==> config.mk <==
export PLATFORM = sky130hd
export DESIGN_NAME = shif_i2c_target
export DESIGN_NICKNAME = d
export VERILOG_FILES = /design/src/verilog/shif_pkg.sv /design/src/verilog/shif_i2c_target.sv
export SDC_FILE = /design/constraint.sdc
export NUM_CORES = 1
export LEC_CHECK = 0
export BUFFER_PORTS_ARGS = -buffer_cell sky130_fd_sc_hd__buf_2
export CAP_MARGIN = 10
export CORE_MARGIN = 1
export CORE_UTILIZATION = 30
export CTS_BUF_LIST = sky130_fd_sc_hd__clkbuf_16
export DETAILED_ROUTE_END_ITERATION = 6
export SKIP_CTS_REPAIR_TIMING = 1
export SYNTH_ARGS = -nofsm -noshare
export SYNTH_HDL_FRONTEND = slang
export SYNTH_SLANG_ARGS = --single-unit
==> constraint.sdc <==
create_clock -name i_sys_clk -period 4.1 [get_ports i_sys_clk]
set_clock_uncertainty 0.2 [all_clocks]
set_input_delay 0.205 -clock i_sys_clk [delete_from_list [all_inputs] [get_ports i_sys_clk]]
set_output_delay 0.205 -clock i_sys_clk [all_outputs]
set_load 0.01 [all_outputs]
==> src/verilog/shif_pkg.sv <==
// Constants, types and states shared by the sensor host interface
`default_nettype none
package shif_pkg;
    // Bus addressing
    localparam logic [6:0]  ADDR_SELF    = 7'h5A;
    localparam logic [6:0]  ADDR_GCALL   = 7'h00;
    localparam logic [7:0]  GCALL_RESET  = 8'h06;
    // Register address byte fields
    localparam int          PTR_MSB      = 5;
    localparam int          AID_BIT      = 6;
    localparam logic [5:0]  PTR_RESET    = 6'h00;
    // Register locations
    localparam logic [5:0]  REG_COMMAND  = 6'h18;
    localparam logic [5:0]  REG_RESPONSE = 6'h20;
    localparam logic [5:0]  REG_RES_BASE = 6'h22;
    // Command and response codes
    localparam logic [7:0]  CMD_NOP      = 8'h00;
    localparam logic [7:0]  RESP_CLEAR   = 8'h00;
    localparam logic [7:0]  RESP_OVF     = 8'h80;
    localparam logic [15:0] SAT_CODE     = 16'h0FFF;
    // Measurement channels
    localparam logic [1:0]  CH_VIS       = 2'h0;
    localparam logic [1:0]  CH_IR        = 2'h1;

    // One finished conversion from the sequencer
    typedef struct packed {
        logic        valid;
        logic [1:0]  chan;
        logic        ovf;
        logic [15:0] data;
    } shif_meas_t;

    typedef enum logic [2:0] {
        ST_IDLE,
        ST_ADDR,
        ST_REG,
        ST_DATA,
        ST_GCALL,
        ST_ACK,
        ST_READ,
        ST_MACK
    } shif_state_t;
endpackage
`default_nettype wire

==> src/verilog/shif_i2c_target.sv <==
// I2C target, register file, overflow response and ambient interrupt of the sensor
`timescale 1ns/100ps
`default_nettype none
module shif_i2c_target
(
    input  wire logic               i_sys_clk,
    input  wire logic               i_resetn,
    input  wire logic               i_scl_i,
    output logic                    o_scl_o,
    output logic                    o_scl_oe,
    input  wire logic               i_sda_i,
    output logic                    o_sda_o,
    output logic                    o_sda_oe,
    output logic                    o_int_o,
    output logic                    o_int_oe,
    input  wire logic               i_sw_off,
    input  wire shif_pkg::shif_meas_t i_meas,
    input  wire logic               i_auto_mode,
    input  wire logic               i_als_win_mode,
    input  wire logic               i_als_win_ir,
    input  wire logic [15:0]        i_als_thr_low,
    input  wire logic [15:0]        i_als_thr_high,
    input  wire logic               i_int_clear,
    output logic                    o_cmd_wake,
    output logic [7:0]              o_cmd_data,
    output logic                    o_gcall_reset,
    output logic [7:0]              o_response
);

    // ---------------------------------------------------------------
    // Pin synchronisers and bus conditions
    // ---------------------------------------------------------------
    logic [1:0] scl_sync_reg;
    logic [1:0] sda_sync_reg;
    logic       scl_last_reg;
    logic       sda_last_reg;
    logic       scl_s;
    logic       sda_s;
    logic       scl_rise;
    logic       scl_fall;
    logic       bus_start;
    logic       bus_stop;

    // Stage 0 feeds stage 1 only; all logic sees stage 1 and its delayed copy
    always_ff @(posedge i_sys_clk or negedge i_resetn)
    begin
        if (!i_resetn)
        begin
            scl_sync_reg <= 2'h3;
            sda_sync_reg <= 2'h3;
            scl_last_reg <= 1'b1;
            sda_last_reg <= 1'b1;
        end
        else
        begin
            scl_sync_reg <= {scl_sync_reg[0], i_scl_i};
            sda_sync_reg <= {sda_sync_reg[0], i_sda_i};
            scl_last_reg <= scl_sync_reg[1];
            sda_last_reg <= sda_sync_reg[1];
        end
    end

    // Edges of the host clock and start/stop seen while clock is high
    assign scl_s     = scl_sync_reg[1];
    assign sda_s     = sda_sync_reg[1];
    assign scl_rise  = scl_s & ~scl_last_reg;
    assign scl_fall  = ~scl_s & scl_last_reg;
    assign bus_start = scl_s & scl_last_reg & sda_last_reg & ~sda_s;
    assign bus_stop  = scl_s & scl_last_reg & ~sda_last_reg & sda_s;

    // ---------------------------------------------------------------
    // Protocol engine
    // ---------------------------------------------------------------
    shif_pkg::shif_state_t st_reg,    st_next;
    shif_pkg::shif_state_t after_reg, after_next;
    logic [2:0]  cnt_reg,  cnt_next;
    logic [7:0]  sh_reg,   sh_next;
    logic [7:0]  tx_reg,   tx_next;
    logic        oe_reg,   oe_next;
    logic        done_reg, done_next;
    logic        ack_reg,  ack_next;
    logic [5:0]  ptr_reg,  ptr_next;
    logic        aid_reg,  aid_next;
    logic        cmdp_reg, cmdp_next;
    logic        gcr_reg,  gcr_next;
    logic [7:0]  cmdd_reg, cmdd_next;
    logic        wr_en;
    logic [5:0]  wr_addr;
    logic [7:0]  wr_data;
    logic [7:0]  byte_in;
    logic [7:0]  rd_data;
    logic [7:0]  tx_shift;
    logic [5:0]  ptr_step;
    logic [7:0]  mem [0:63];
    logic [7:0]  resp_reg, resp_next;

    // Response register is not in the array so overflow can latch independently
    assign rd_data  = (ptr_reg == shif_pkg::REG_RESPONSE) ? resp_reg : mem[ptr_reg];
    assign byte_in  = {sh_reg[6:0], sda_s};
    assign tx_shift = {tx_reg[6:0], 1'b0};
    assign ptr_step = aid_reg ? ptr_reg : ptr_reg + 6'h01;

    // Next state of the engine; no clock stretching, so the host sets the pace
    always_comb
    begin
        st_next    = st_reg;
        after_next = after_reg;
        cnt_next   = cnt_reg;
        sh_next    = sh_reg;
        tx_next    = tx_reg;
        oe_next    = oe_reg;
        done_next  = done_reg;
        ack_next   = ack_reg;
        ptr_next   = ptr_reg;
        aid_next   = aid_reg;
        cmdp_next  = 1'b0;
        gcr_next   = 1'b0;
        cmdd_next  = cmdd_reg;
        wr_en      = 1'b0;
        wr_addr    = ptr_reg;
        wr_data    = byte_in;
        if (i_sw_off)
        begin
            st_next = shif_pkg::ST_IDLE;
            oe_next = 1'b0;
        end
        else if (bus_start)
        begin
            st_next   = shif_pkg::ST_ADDR;
            cnt_next  = 3'h0;
            done_next = 1'b0;
            oe_next   = 1'b0;
        end
        else if (bus_stop)
        begin
            st_next = shif_pkg::ST_IDLE;
            oe_next = 1'b0;
        end
        else if (scl_rise)
        begin
            unique case (st_reg)
                shif_pkg::ST_ADDR, shif_pkg::ST_REG, shif_pkg::ST_DATA, shif_pkg::ST_GCALL:
                begin
                    sh_next  = byte_in;
                    cnt_next = cnt_reg + 3'h1;
                    if (cnt_reg == 3'h7)
                    begin
                        done_next = 1'b1;
                        ack_next  = 1'b1;
                        unique case (st_reg)
                            shif_pkg::ST_ADDR:
                            begin
                                // Ten-bit headers never equal either address
                                if (byte_in[7:1] == shif_pkg::ADDR_SELF)
                                    after_next = byte_in[0] ? shif_pkg::ST_READ
                                                            : shif_pkg::ST_REG;
                                else if (byte_in[7:1] == shif_pkg::ADDR_GCALL && !byte_in[0])
                                    after_next = shif_pkg::ST_GCALL;
                                else
                                    ack_next = 1'b0;
                            end
                            shif_pkg::ST_REG:
                            begin
                                // Bit 7 dropped on purpose
                                ptr_next   = byte_in[shif_pkg::PTR_MSB:0];
                                aid_next   = byte_in[shif_pkg::AID_BIT];
                                after_next = shif_pkg::ST_DATA;
                            end
                            shif_pkg::ST_DATA:
                            begin
                                wr_en      = 1'b1;
                                ptr_next   = ptr_step;
                                after_next = shif_pkg::ST_DATA;
                                if (ptr_reg == shif_pkg::REG_COMMAND)
                                begin
                                    // Only this location wakes the sequencer
                                    cmdp_next = 1'b1;
                                    cmdd_next = byte_in;
                                end
                            end
                            default:
                            begin
                                gcr_next   = (byte_in == shif_pkg::GCALL_RESET);
                                after_next = shif_pkg::ST_GCALL;
                            end
                        endcase
                    end
                end
                shif_pkg::ST_READ:
                begin
                    cnt_next  = cnt_reg + 3'h1;
                    done_next = (cnt_reg == 3'h7);
                end
                shif_pkg::ST_MACK:
                    ack_next = ~sda_s;
                default:
                    st_next = st_reg;
            endcase
        end
        else if (scl_fall)
        begin
            unique case (st_reg)
                shif_pkg::ST_ADDR, shif_pkg::ST_REG, shif_pkg::ST_DATA, shif_pkg::ST_GCALL:
                begin
                    if (done_reg)
                    begin
                        done_next = 1'b0;
                        oe_next   = ack_reg;
                        st_next   = ack_reg ? shif_pkg::ST_ACK : shif_pkg::ST_IDLE;
                    end
                end
                shif_pkg::ST_ACK, shif_pkg::ST_MACK:
                begin
                    cnt_next = 3'h0;
                    oe_next  = 1'b0;
                    if ((st_reg == shif_pkg::ST_ACK && after_reg == shif_pkg::ST_READ) ||
                        (st_reg == shif_pkg::ST_MACK && ack_reg))
                    begin
                        // Device drives data bits low through the enable only
                        tx_next  = rd_data;
                        oe_next  = ~rd_data[7];
                        ptr_next = ptr_step;
                        st_next  = shif_pkg::ST_READ;
                    end
                    else if (st_reg == shif_pkg::ST_ACK)
                        st_next = after_reg;
                    else
                        st_next = shif_pkg::ST_IDLE;
                end
                shif_pkg::ST_READ:
                begin
                    if (done_reg)
                    begin
                        done_next = 1'b0;
                        oe_next   = 1'b0;
                        st_next   = shif_pkg::ST_MACK;
                    end
                    else
                    begin
                        tx_next = tx_shift;
                        oe_next = ~tx_shift[7];
                    end
                end
                default:
                    st_next = st_reg;
            endcase
        end
    end

    // Engine registers
    always_ff @(posedge i_sys_clk or negedge i_resetn)
    begin
        if (!i_resetn)
        begin
            st_reg    <= shif_pkg::ST_IDLE;
            after_reg <= shif_pkg::ST_IDLE;
            cnt_reg   <= 3'h0;
            sh_reg    <= 8'h00;
            tx_reg    <= 8'h00;
            oe_reg    <= 1'b0;
            done_reg  <= 1'b0;
            ack_reg   <= 1'b0;
            ptr_reg   <= shif_pkg::PTR_RESET;
            aid_reg   <= 1'b0;
            cmdp_reg  <= 1'b0;
            gcr_reg   <= 1'b0;
            cmdd_reg  <= 8'h00;
        end
        else
        begin
            st_reg    <= st_next;
            after_reg <= after_next;
            cnt_reg   <= cnt_next;
            sh_reg    <= sh_next;
            tx_reg    <= tx_next;
            oe_reg    <= oe_next;
            done_reg  <= done_next;
            ack_reg   <= ack_next;
            ptr_reg   <= ptr_next;
            aid_reg   <= aid_next;
            cmdp_reg  <= cmdp_next;
            gcr_reg   <= gcr_next;
            cmdd_reg  <= cmdd_next;
        end
    end

    // ---------------------------------------------------------------
    // Results, response and ambient interrupt
    // ---------------------------------------------------------------
    logic [15:0] res_val;
    logic [5:0]  res_lo;
    logic [5:0]  res_hi;
    logic        als_chan;
    logic        win_chan;
    logic        int_set;
    logic        int_reg, int_next;

    // A saturated sample reports the code; the next good one replaces it
    assign res_val  = i_meas.ovf ? shif_pkg::SAT_CODE : i_meas.data;
    assign res_lo   = shif_pkg::REG_RES_BASE + {3'h0, i_meas.chan, 1'b0};
    assign res_hi   = res_lo + 6'h01;
    assign als_chan = (i_meas.chan == shif_pkg::CH_VIS) || (i_meas.chan == shif_pkg::CH_IR);
    assign win_chan = i_meas.chan == (i_als_win_ir ? shif_pkg::CH_IR : shif_pkg::CH_VIS);
    assign int_set  = i_meas.valid & i_auto_mode & als_chan &
                      (!i_als_win_mode ||
                       (win_chan && (res_val < i_als_thr_low ||
                                     res_val > i_als_thr_high)));

    // Set wins over every clear, so a saturation in the clearing cycle survives
    always_comb
    begin
        resp_next = resp_reg;
        int_next  = int_reg;
        if (gcr_reg || (cmdp_reg && cmdd_reg == shif_pkg::CMD_NOP))
            resp_next = shif_pkg::RESP_CLEAR;
        if (i_meas.valid && i_meas.ovf)
            resp_next = resp_next | shif_pkg::RESP_OVF;
        if (i_int_clear || gcr_reg)
            int_next = 1'b0;
        if (int_set)
            int_next = 1'b1;
    end

    // Response and interrupt latches
    always_ff @(posedge i_sys_clk or negedge i_resetn)
    begin
        if (!i_resetn)
        begin
            resp_reg <= shif_pkg::RESP_CLEAR;
            int_reg  <= 1'b0;
        end
        else
        begin
            resp_reg <= resp_next;
            int_reg  <= int_next;
        end
    end

    // Register array; a result update wins a same-cycle host write to it
    always_ff @(posedge i_sys_clk)
    begin
        if (wr_en)
            mem[wr_addr] <= wr_data;
        if (i_meas.valid)
        begin
            mem[res_lo] <= res_val[7:0];
            mem[res_hi] <= res_val[15:8];
        end
    end

    // ---------------------------------------------------------------
    // Pins and status
    // ---------------------------------------------------------------
    // Open drain: level is always low, only enables move
    assign o_scl_o       = 1'b0;
    assign o_scl_oe      = 1'b0;
    assign o_sda_o       = 1'b0;
    assign o_sda_oe      = oe_reg & ~i_sw_off;
    assign o_int_o       = 1'b0;
    assign o_int_oe      = int_reg & ~i_sw_off;
    assign o_cmd_wake    = cmdp_reg;
    assign o_cmd_data    = cmdd_reg;
    assign o_gcall_reset = gcr_reg;
    assign o_response    = resp_reg;

endmodule
`default_nettype wire

* Yosys cells after proc, flatten, opt, wreduce, memory -nomap -nowiden
Memory sizes are Yosys's and may differ from the RTL's.
Index checks and enable logic that the tools add are counted.
** Word-level totals
- Register bits after elaboration :: 58
- Bits in writable memories :: 512
- Word-level logic and storage cells :: 209
- Memories :: 1
** Memories
- mem :: words 64, width 8, read ports 1, clocked after Yosys merged registers in 0, write ports 3, RTL line shif_i2c_target.sv:94 : logic [7:0] mem [0:63];
** Operators by class
- Add/subtract/negate cells :: 4
- Order comparisons :: 2
- Equality and inequality tests :: 29
- Muxes and demuxes :: 86
- Bitwise gates (word level) :: 22
- Reduce and logical (&&, ||, !) cells :: 45
** Operator list (number)
- $mux 3 :: 19
- $mux 1 :: 47
- $mux 6 :: 7
- $mux 8 :: 3
- $eq 3x3->1 const B :: 6
- $gt 16x16->1 :: 1
- $lt 16x16->1 :: 1
- $mux 16 :: 1
- $reduce_and 8->1 :: 2
- $reduce_and 5->1 :: 3
- $mux 7 :: 2
- $pmux 7 s2 :: 1
- $reduce_and 7->1 :: 2
- $reduce_bool 2->1 :: 7
- $add 6x1->6 const B :: 2
- $and 1x1->1 :: 12
- $pmux 6 s2 :: 1
- $reduce_and 6->1 :: 2
- $ne 5x5->1 const B :: 2
- $not 1->1 :: 10
- $pmux 3 s3 :: 1
- $reduce_and 9->1 :: 1
- $reduce_bool 3->1 :: 3
- $eq 8x3->1 const B :: 1
- 33 further kinds :: 51

* Logic depth before layout (Yosys ltp)
Gate-level depths: netlist of run 1.
- Depth after elaboration :: 10
- Gate-level depth with buffers :: 11
- Depth with buffers taken out :: 9

* Worst setup path after synthesis of run 1
OpenSTA, ideal clock, no wires.
- Kind :: register -> register
- From :: register sda_sync_reg[1]
- To :: memory mem[35][0], enable pin
- Library setup time :: 0.384 ns
- Arrival :: 2.651 ns
- Data required time :: 3.516 ns
- Path slack :: 0.865 ns
- Stages on the path, launching flop included :: 7
- Buffers on the path :: 0
- Clock period less this slack :: 3.235 ns
- Cells stage by stage :: dfstp_2 xor2_1 a21oi_2 nand2_2 nor3_1 nand2_1 o21ai_0
** RTL lines
- from (decl) :: RTL line shif_i2c_target.sv:34 : logic [1:0] sda_sync_reg;
- from (signal assigned) :: RTL line shif_i2c_target.sv:57 : sda_sync_reg <= {sda_sync_reg[0], i_sda_i};
- to (decl) :: RTL line shif_i2c_target.sv:94

* Worst setup path in the final report of run 1
- From :: input i_meas[9] (netlist bit)
- To :: register int_reg
** On the way
- Longest elaborated chain between the ends :: 7
- Elaborated cells between the ends (all ways) :: 9
- Those cells by class :: order compare (2); mux (2); bitwise (1); reduce/logical (4)
** RTL lines
- from (decl) :: RTL line shif_i2c_target.sv:17 : input wire shif_pkg::shif_meas_t i_meas,
- $mux 16 (*) :: RTL line shif_i2c_target.sv:299 : assign res_val = i_meas.ovf ? shif_pkg::SAT_CODE : i_meas.data;
- $lt 16x16->1 or $gt 16x16->1 (tied branches) :: RTL line shif_i2c_target.sv:306, shif_i2c_target.sv:307
- $logic_or 1x1->1 (*) :: RTL line shif_i2c_target.sv:306 : (win_chan && (res_val < i_als_thr_low ||
- $logic_and 1x1->1 (*) :: RTL line shif_i2c_target.sv:306
- $logic_or 1x1->1 (*) :: RTL line shif_i2c_target.sv:305 : (!i_als_win_mode ||
- $and 1x1->1 (*) :: RTL line shif_i2c_target.sv:304 : assign int_set = i_meas.valid & i_auto_mode & als_chan &
- $mux 1 or $reduce_bool 2->1 (tied branches)
- to (signal assigned) :: RTL line shif_i2c_target.sv:335 : int_reg <= int_next;
- to (decl) :: RTL line shif_i2c_target.sv:296 : logic int_reg, int_next;
Every way passes the cells marked *; elsewhere a longest branch is shown, timed or not.
A chain may end at the register's enable or synchronous reset.

==> results.json, run 1 <==
{
  "die_x_um": 290,
  "drv_cap": 0,
  "grt_use_total_pct": 16.7,
  "drcViolationCount": 0,
  "grt_pass1_wl_um": 106000,
  "leakage_nw": 9.71,
  "avgSynthCellArea_um2": 14.1,
  "drive_gt1_share_pct": 20.5,
  "vdd_drop_max_mv": 0.376,
  "cts_buffer_depth": 3,
  "routedWlPerCell_um": 24.2,
  "finalCritPeriodShare_pct": 92.9,
  "crit_chain": "dlygate4sd3_1 > buf_2 > nor2_1 > inv_1 > ha_1 > a21o_1 > a21o_1 > a211oi_1 > o211ai_1 > o221ai_1 > dlygate4sd3_1 > a21o_1 > dlygate4sd3_1",
  "synth_edf_count": 512,
  "pre_cts_slack_ps": 608,
  "p_comb_share_pct": 4.6,
  "drt_wl_total_um": 71500,
  "rsz0062_at_grt": "no",
  "synth_commonest_cells": "512 x edfxtp_1, 124 x clkbuf_1, 124 x nor2_1",
  "max_slew_margin_pct": 18.0,
  "regMostFlops": "mem",
  "cts_tree": "built",
  "clock_latency_ps": 630,
  "wl_met3_um": 5910,
  "vias_per_cell": 5.37,
  "switching_share_pct": 21.7,
  "die_area_mm2": 0.0843,
  "p_seq_share_pct": 52.7,
  "synth_top_area_share_pct": 61.6,
  "finalHoldViolCount": 0,
  "antenna_cells": 0,
  "crit_fanout": 5,
  "grt-ovfl-total": 0,
  "crit_path_end_kind": "register",
  "met2_length_um": 33600,
  "slew_violations": 0,
  "grt_max_degree": 93,
  "worstSetupPathType": "in2reg",
  "syn_inst": 1765,
  "clkSinkCount": 563,
  "grt_pass1_vias": 15600,
  "first_pass_iters": 6,
  "clk_pin_slew_ps": 70,
  "ctsHtreeMaxLevel": 2,
  "powerDensity_mw_per_mm2": 419,
  "yosysWarnings": 0,
  "fin_ws_ps": 290,
  "critPathSlowestCell": "dlygate4sd3_1",
  "power_switching_mw": 2.60,
  "syn2layout_area_growth_pct": 14.9,
  "vias": 15900,
  "synth_seq_cells": 563,
  "start_util_pct": 30.4,
  "hp-class": "in2reg",
  "setup_viol": 0,
  "portBuffers": 73,
  "largest_reg_flops": 512,
  "ant_nets": 0,
  "netlist_area_mm2": 0.0249,
  "fp.dieH_um": 290,
  "wl_met1_um": 30000,
  "crit_arrival_ps": 4180,
  "yosysSeqAreaShare_pct": 66.8,
  "top_layer": "met5",
  "slowest_delay_ps": 570,
  "crit_required_ps": 4470,
  "synth_top_area_cell": "edfxtp_1",
  "antenna_found_initial": 1,
  "fin_nets": 1942,
  "ys_types": 77,
  "start_kind": "input pin",
  "core-area_mm2": 0.0821,
  "max_freq_ghz": 0.262,
  "numCtsBuffers": 56,
  "async_flop_share_pct": 9.06,
  "fin_crit_ps": 3810,
  "num_rows": 105,
  "power.share.clock_pct": 42.7,
  "worst_pin_slew_ps": 1230,
  "p_int_mw": 9.40,
  "synth_area_leaders": "edfxtp_1 62%, mux4_2 4.6%, dfrtp_1 4.5%",
  "ctsRootBufferMaster": "clkbuf_16",
  "hpwlAfterDp_um": 47400,
  "ioPinCount": 85,
  "synth.most_common_cell": "edfxtp_1",
  "synth_ff_type": "edfxtp_1",
  "drt-initial-drc-count": 1614,
  "routabilityCongestion": 0.902,
  "outcome": "finished clean",
  "setup_tns_ps": 0
}
## routing by layer
layer / global-route usage [%] / up-vias
met5: 0 / -
met4: 5.31 / 2
met3: 3.10 / 139
met2: 26.9 / 749
met1: 22.9 / 8121
li1: - / 6870
## worst max-delay path: cells and delay by family
family | cells | cell delay [ps]
AO/OA/AOI/OAI | 6 | 1180
adder cells (fa/ha/maj) | 1 | 330
buffers and inverters | 5 | 1920
AND/OR/NAND/NOR | 1 | 530
## power by group through the flow
stage	clock network [mW]	logic, mW	registers [mW]
after floorplan	0	0.343	6.42
after global placement	0	0.516	6.45
after detailed placement	0	0.529	6.45
after CTS	5.18	0.532	6.33
after global routing	5.42	0.602	6.33
final	5.12	0.551	6.33
## cells in the final DEF, fill, tap and decap left out, types with 35 or more instances in the layout
cell type / n
o21ai_0: 82
inv_1: 68
edfxtp_1: 512
buf_4: 100
nand2_1: 92
ha_1: 38
mux4_2: 51
mux2i_1: 61
a21oi_1: 92
nor2_1: 124
buf_2: 73
clkbuf_16: 56
dfrtp_1: 35
mux2_2: 37
## stage by stage
step / hold WS (ps) / util (%) / cell area (um2) / std cells / total power, mW
4_1_cts: -541 / 34.6 / 28400 / 2931 / 12.0
2_1_floorplan: -291 / - / 25000 / 1775 / 6.77
3_3_place_gp: 109 / 32.4 / 26600 / 2830 / 6.96
3_5_place_dp: 116 / 32.4 / 26600 / 2830 / 6.98
5_1_grt: 34.2 / 34.9 / 28700 / 2956 / 12.3
6_report: 25.4 / 34.9 / 28700 / 2956 / 12.0
## worst paths after layout
check | from | end | slack, ps | cells after the start
worst min register to register | scl_sync_reg[0] | scl_sync_reg[1] | 160 | 0
worst max register to register | ptr_reg[0] | mem[36][6] | 580 | 4
max in group asynchronous | i_resetn | ptr_reg[0] | 3060 | 3
worst max-delay path | i_meas[9] | int_reg | 290 | 13
worst min-delay path | i_sda_i | sda_sync_reg[0] | 30 | 2
min in group asynchronous | i_resetn | int_reg | 40 | 3
## cells by family (layout without fill, tap and decap cells)
logic type | Yosys count | count (layout) | synth area share [%]
compound gates | 376 | 376 | 9.90
xor+xnor | 2 | 2 | 0.0702
fa+ha+maj | 39 | 39 | 1.95
buf+inv | 246 | 357 | 4.48
flops | 563 | 563 | 66.8
mux | 157 | 157 | 9.21
other cells | 1 | 11 | 0.0150
simple gates | 381 | 381 | 7.59
## cell type report
class | count | area (um2)
Multi-Input combinational cell | 966 | 7200
Tap cell | 1070 | 1340
Clock inverter | 45 | 412
Clock buffer | 56 | 1400
Sequential cell | 563 | 16700
Timing Repair Buffer | 200 | 1410
Inverter | 56 | 210
Fill cell | 7805 | 53500
Note: power is estimated with default switching activity, not from simulation.
==> inputs of run 2 (changes only) <==
==> constraint.sdc (replaced) <==
create_clock -name i_sys_clk -period 4.3 [get_ports i_sys_clk]
set_clock_uncertainty 0.2 [all_clocks]
set_input_delay 0.215 -clock i_sys_clk [delete_from_list [all_inputs] [get_ports i_sys_clk]]
set_output_delay 0.215 -clock i_sys_clk [all_outputs]
set_load 0.01 [all_outputs]
==> run 2 against run 1 <==
Wire length grew 0.52%. Critical path depth shrank 5. Non-clock buffer count shrank 6. Final area shrank 0.24%. Worst hold slack gained 23 ps. Sequential share of layout area grew 0.14 points. First-iteration DRC count grew 14%. Worst setup slack gained 160 ps. Clock power shrank 7.0%. Global-route usage grew 0.12 points. Clock-buffer cell count grew 3. Cell count is essentially flat. Highest routed layer is now met4.
==> results.json, run 2 (same netlist as run 1, synthesis figures left out) <==
{
  "fin_crit_ps": 3850,
  "grt_max_degree": 65,
  "vias": 15900,
  "drcViolationCount": 0,
  "grt_pass1_vias": 15700,
  "crit_arrival_ps": 3910,
  "crit_chain": "ha_1 > ha_1 > nor2b_1 > and2_1 > nand2_1 > nor3_1 > nand2_1 > nor2_1",
  "finalHoldViolCount": 0,
  "ctsRootBufferMaster": "clkbuf_16",
  "grt_use_total_pct": 16.9,
  "switching_share_pct": 22.4,
  "crit_buf_inv": 0,
  "fin_nets": 1937,
  "p_comb_share_pct": 4.6,
  "worstReg2RegStart": "cnt_reg[1]",
  "drt_wl_total_um": 71900,
  "die_area_mm2": 0.0843,
  "powerDensity_mw_per_mm2": 396,
  "antenna_found_initial": 0,
  "layout_commonest_cell": "edfxtp_1",
  "vias_per_cell": 5.38,
  "cts_tree": "built",
  "largest_reg_flops": 512,
  "outcome": "finished clean",
  "power_switching_mw": 2.53,
  "rrSetupSlack_ps": 450,
  "ant_nets": 0,
  "slew_violations": 0,
  "antenna_cells": 0,
  "portBuffers": 73,
  "rsz0062_at_grt": "no",
  "clk_pin_slew_ps": 60,
  "min_from": "i_sda_i",
  "max_freq_ghz": 0.259,
  "p_int_mw": 8.79,
  "grt-ovfl-total": 0,
  "crit_path_end_kind": "register",
  "worst_pin_slew_ps": 1200,
  "register_area_mm2": 0.0167,
  "slowest_delay_ps": 850,
  "worstSetupPathType": "reg2reg",
  "start_kind": "register",
  "clock_latency_ps": 630,
  "die_x_um": 290,
  "fp.dieH_um": 290,
  "drt-initial-drc-count": 1840,
  "vdd_drop_max_mv": 0.341,
  "power.share.clock_pct": 42.0,
  "hold_end": "sda_sync_reg[0]",
  "ioPinCount": 85,
  "regMostFlops": "mem",
  "finalCritPeriodShare_pct": 89.6,
  "placed_area_mm2": 0.0265,
  "num_rows": 105,
  "setup_tns_ps": 0,
  "cts_buffer_depth": 3,
  "core-area_mm2": 0.0821,
  "routedWlPerCell_um": 24.3,
  "hpwlAfterDp_um": 46800,
  "drive_gt1_share_pct": 20.5,
  "drv_cap": 0,
  "first_pass_iters": 5,
  "ctsHtreeMaxLevel": 2,
  "p_seq_share_pct": 53.4,
  "grt_pass1_wl_um": 106000,
  "crit_required_ps": 4350,
  "final_core_util_pct": 34.8,
  "final_cell_mix": "512 x edfxtp_1, 124 x nor2_1, 94 x buf_4",
  "multi_input_area_mm2": 0.00720,
  "routabilityCongestion": 0.891,
  "setup_viol": 0,
  "min_delay_path_depth": 2,
  "syn2layout_area_growth_pct": 14.6,
  "fin_area_mm2": 0.0286,
  "leakage_nw": 9.65,
  "numCtsBuffers": 57,
  "max_slew_margin_pct": 19.5,
  "clkSinkCount": 563,
  "r2r_cells": 8,
  "start_util_pct": 30.4,
  "crit_fanout": 8,
  "critical-path-top-delay-family": "simple AND/OR/NAND/NOR gates",
  "worst_r2r_endpoint": "mem[10][3]",
  "hp-class": "in2reg",
  "fill_cells": 7819,
  "critPathSlowestCell": "nor2_1"
}
## run 2: power by group through the flow
stage | logic [mW] | clock network (mW) | registers, mW
after floorplan | 0.327 | 0 | 6.13
after global placement | 0.488 | 0 | 6.16
after detailed placement | 0.497 | 0 | 6.16
after CTS | 0.499 | 4.82 | 6.04
after global routing | 0.566 | 5.03 | 6.04
final | 0.521 | 4.76 | 6.04
## run 2: cell type report
type,instances,area share (%)
multi-input cells,966,25.2
well taps,1070,4.68
clock buffers,59,5.17
flip-flops and latches,563,58.4
clock inverters,47,1.10
repair buffers,194,4.76
inverters,56,0.735
## run 2: worst reg2reg max path, delay by kind of cell (launching register included)
family | cells | cell delay (ps)
DFF | 1 | 360
adders and majority gates | 2 | 430
and+or+nand+nor | 6 | 2510
## run 2: routing by layer
| layer | up-vias | GRT usage [%] | share of wire [%] |
|---|---|---|---|
| met2 | 810 | 26.6 | 46 |
| met1 | 8100 | 23.6 | 42 |
| met3 | 127 | 2.66 | 8.5 |
| met5 | - | 0 | 0 |
| li1 | 6873 | - | - |
| met4 | 0 | 5.59 | 2.9 |
## run 2: how the worst max path moves through the flow
stage	startpoint	end	slack, ps	cells past startpoint
after floorplan	sda_sync_reg[1]	mem[35][0]	1070	6
after global placement	cnt_reg[0]	mem[10][0]	670	8
after detailed placement	cnt_reg[0]	mem[10][2]	520	8
after CTS	cnt_reg[0]	mem[10][3]	490	8
after global routing	cnt_reg[0]	mem[58][6]	180	8
final	cnt_reg[1]	mem[10][3]	450	8
## run 2: metrics by stage
step	cells	worst slack (ps)	power, mW	hold WS [ps]
2_1_floorplan	1775	1070	6.45	-281
3_3_place_gp	2824	671	6.64	120
3_5_place_dp	2824	524	6.66	125
4_1_cts	2930	491	11.4	-527
5_1_grt	2955	184	11.6	46.8
6_report	2955	445	11.3	48.8
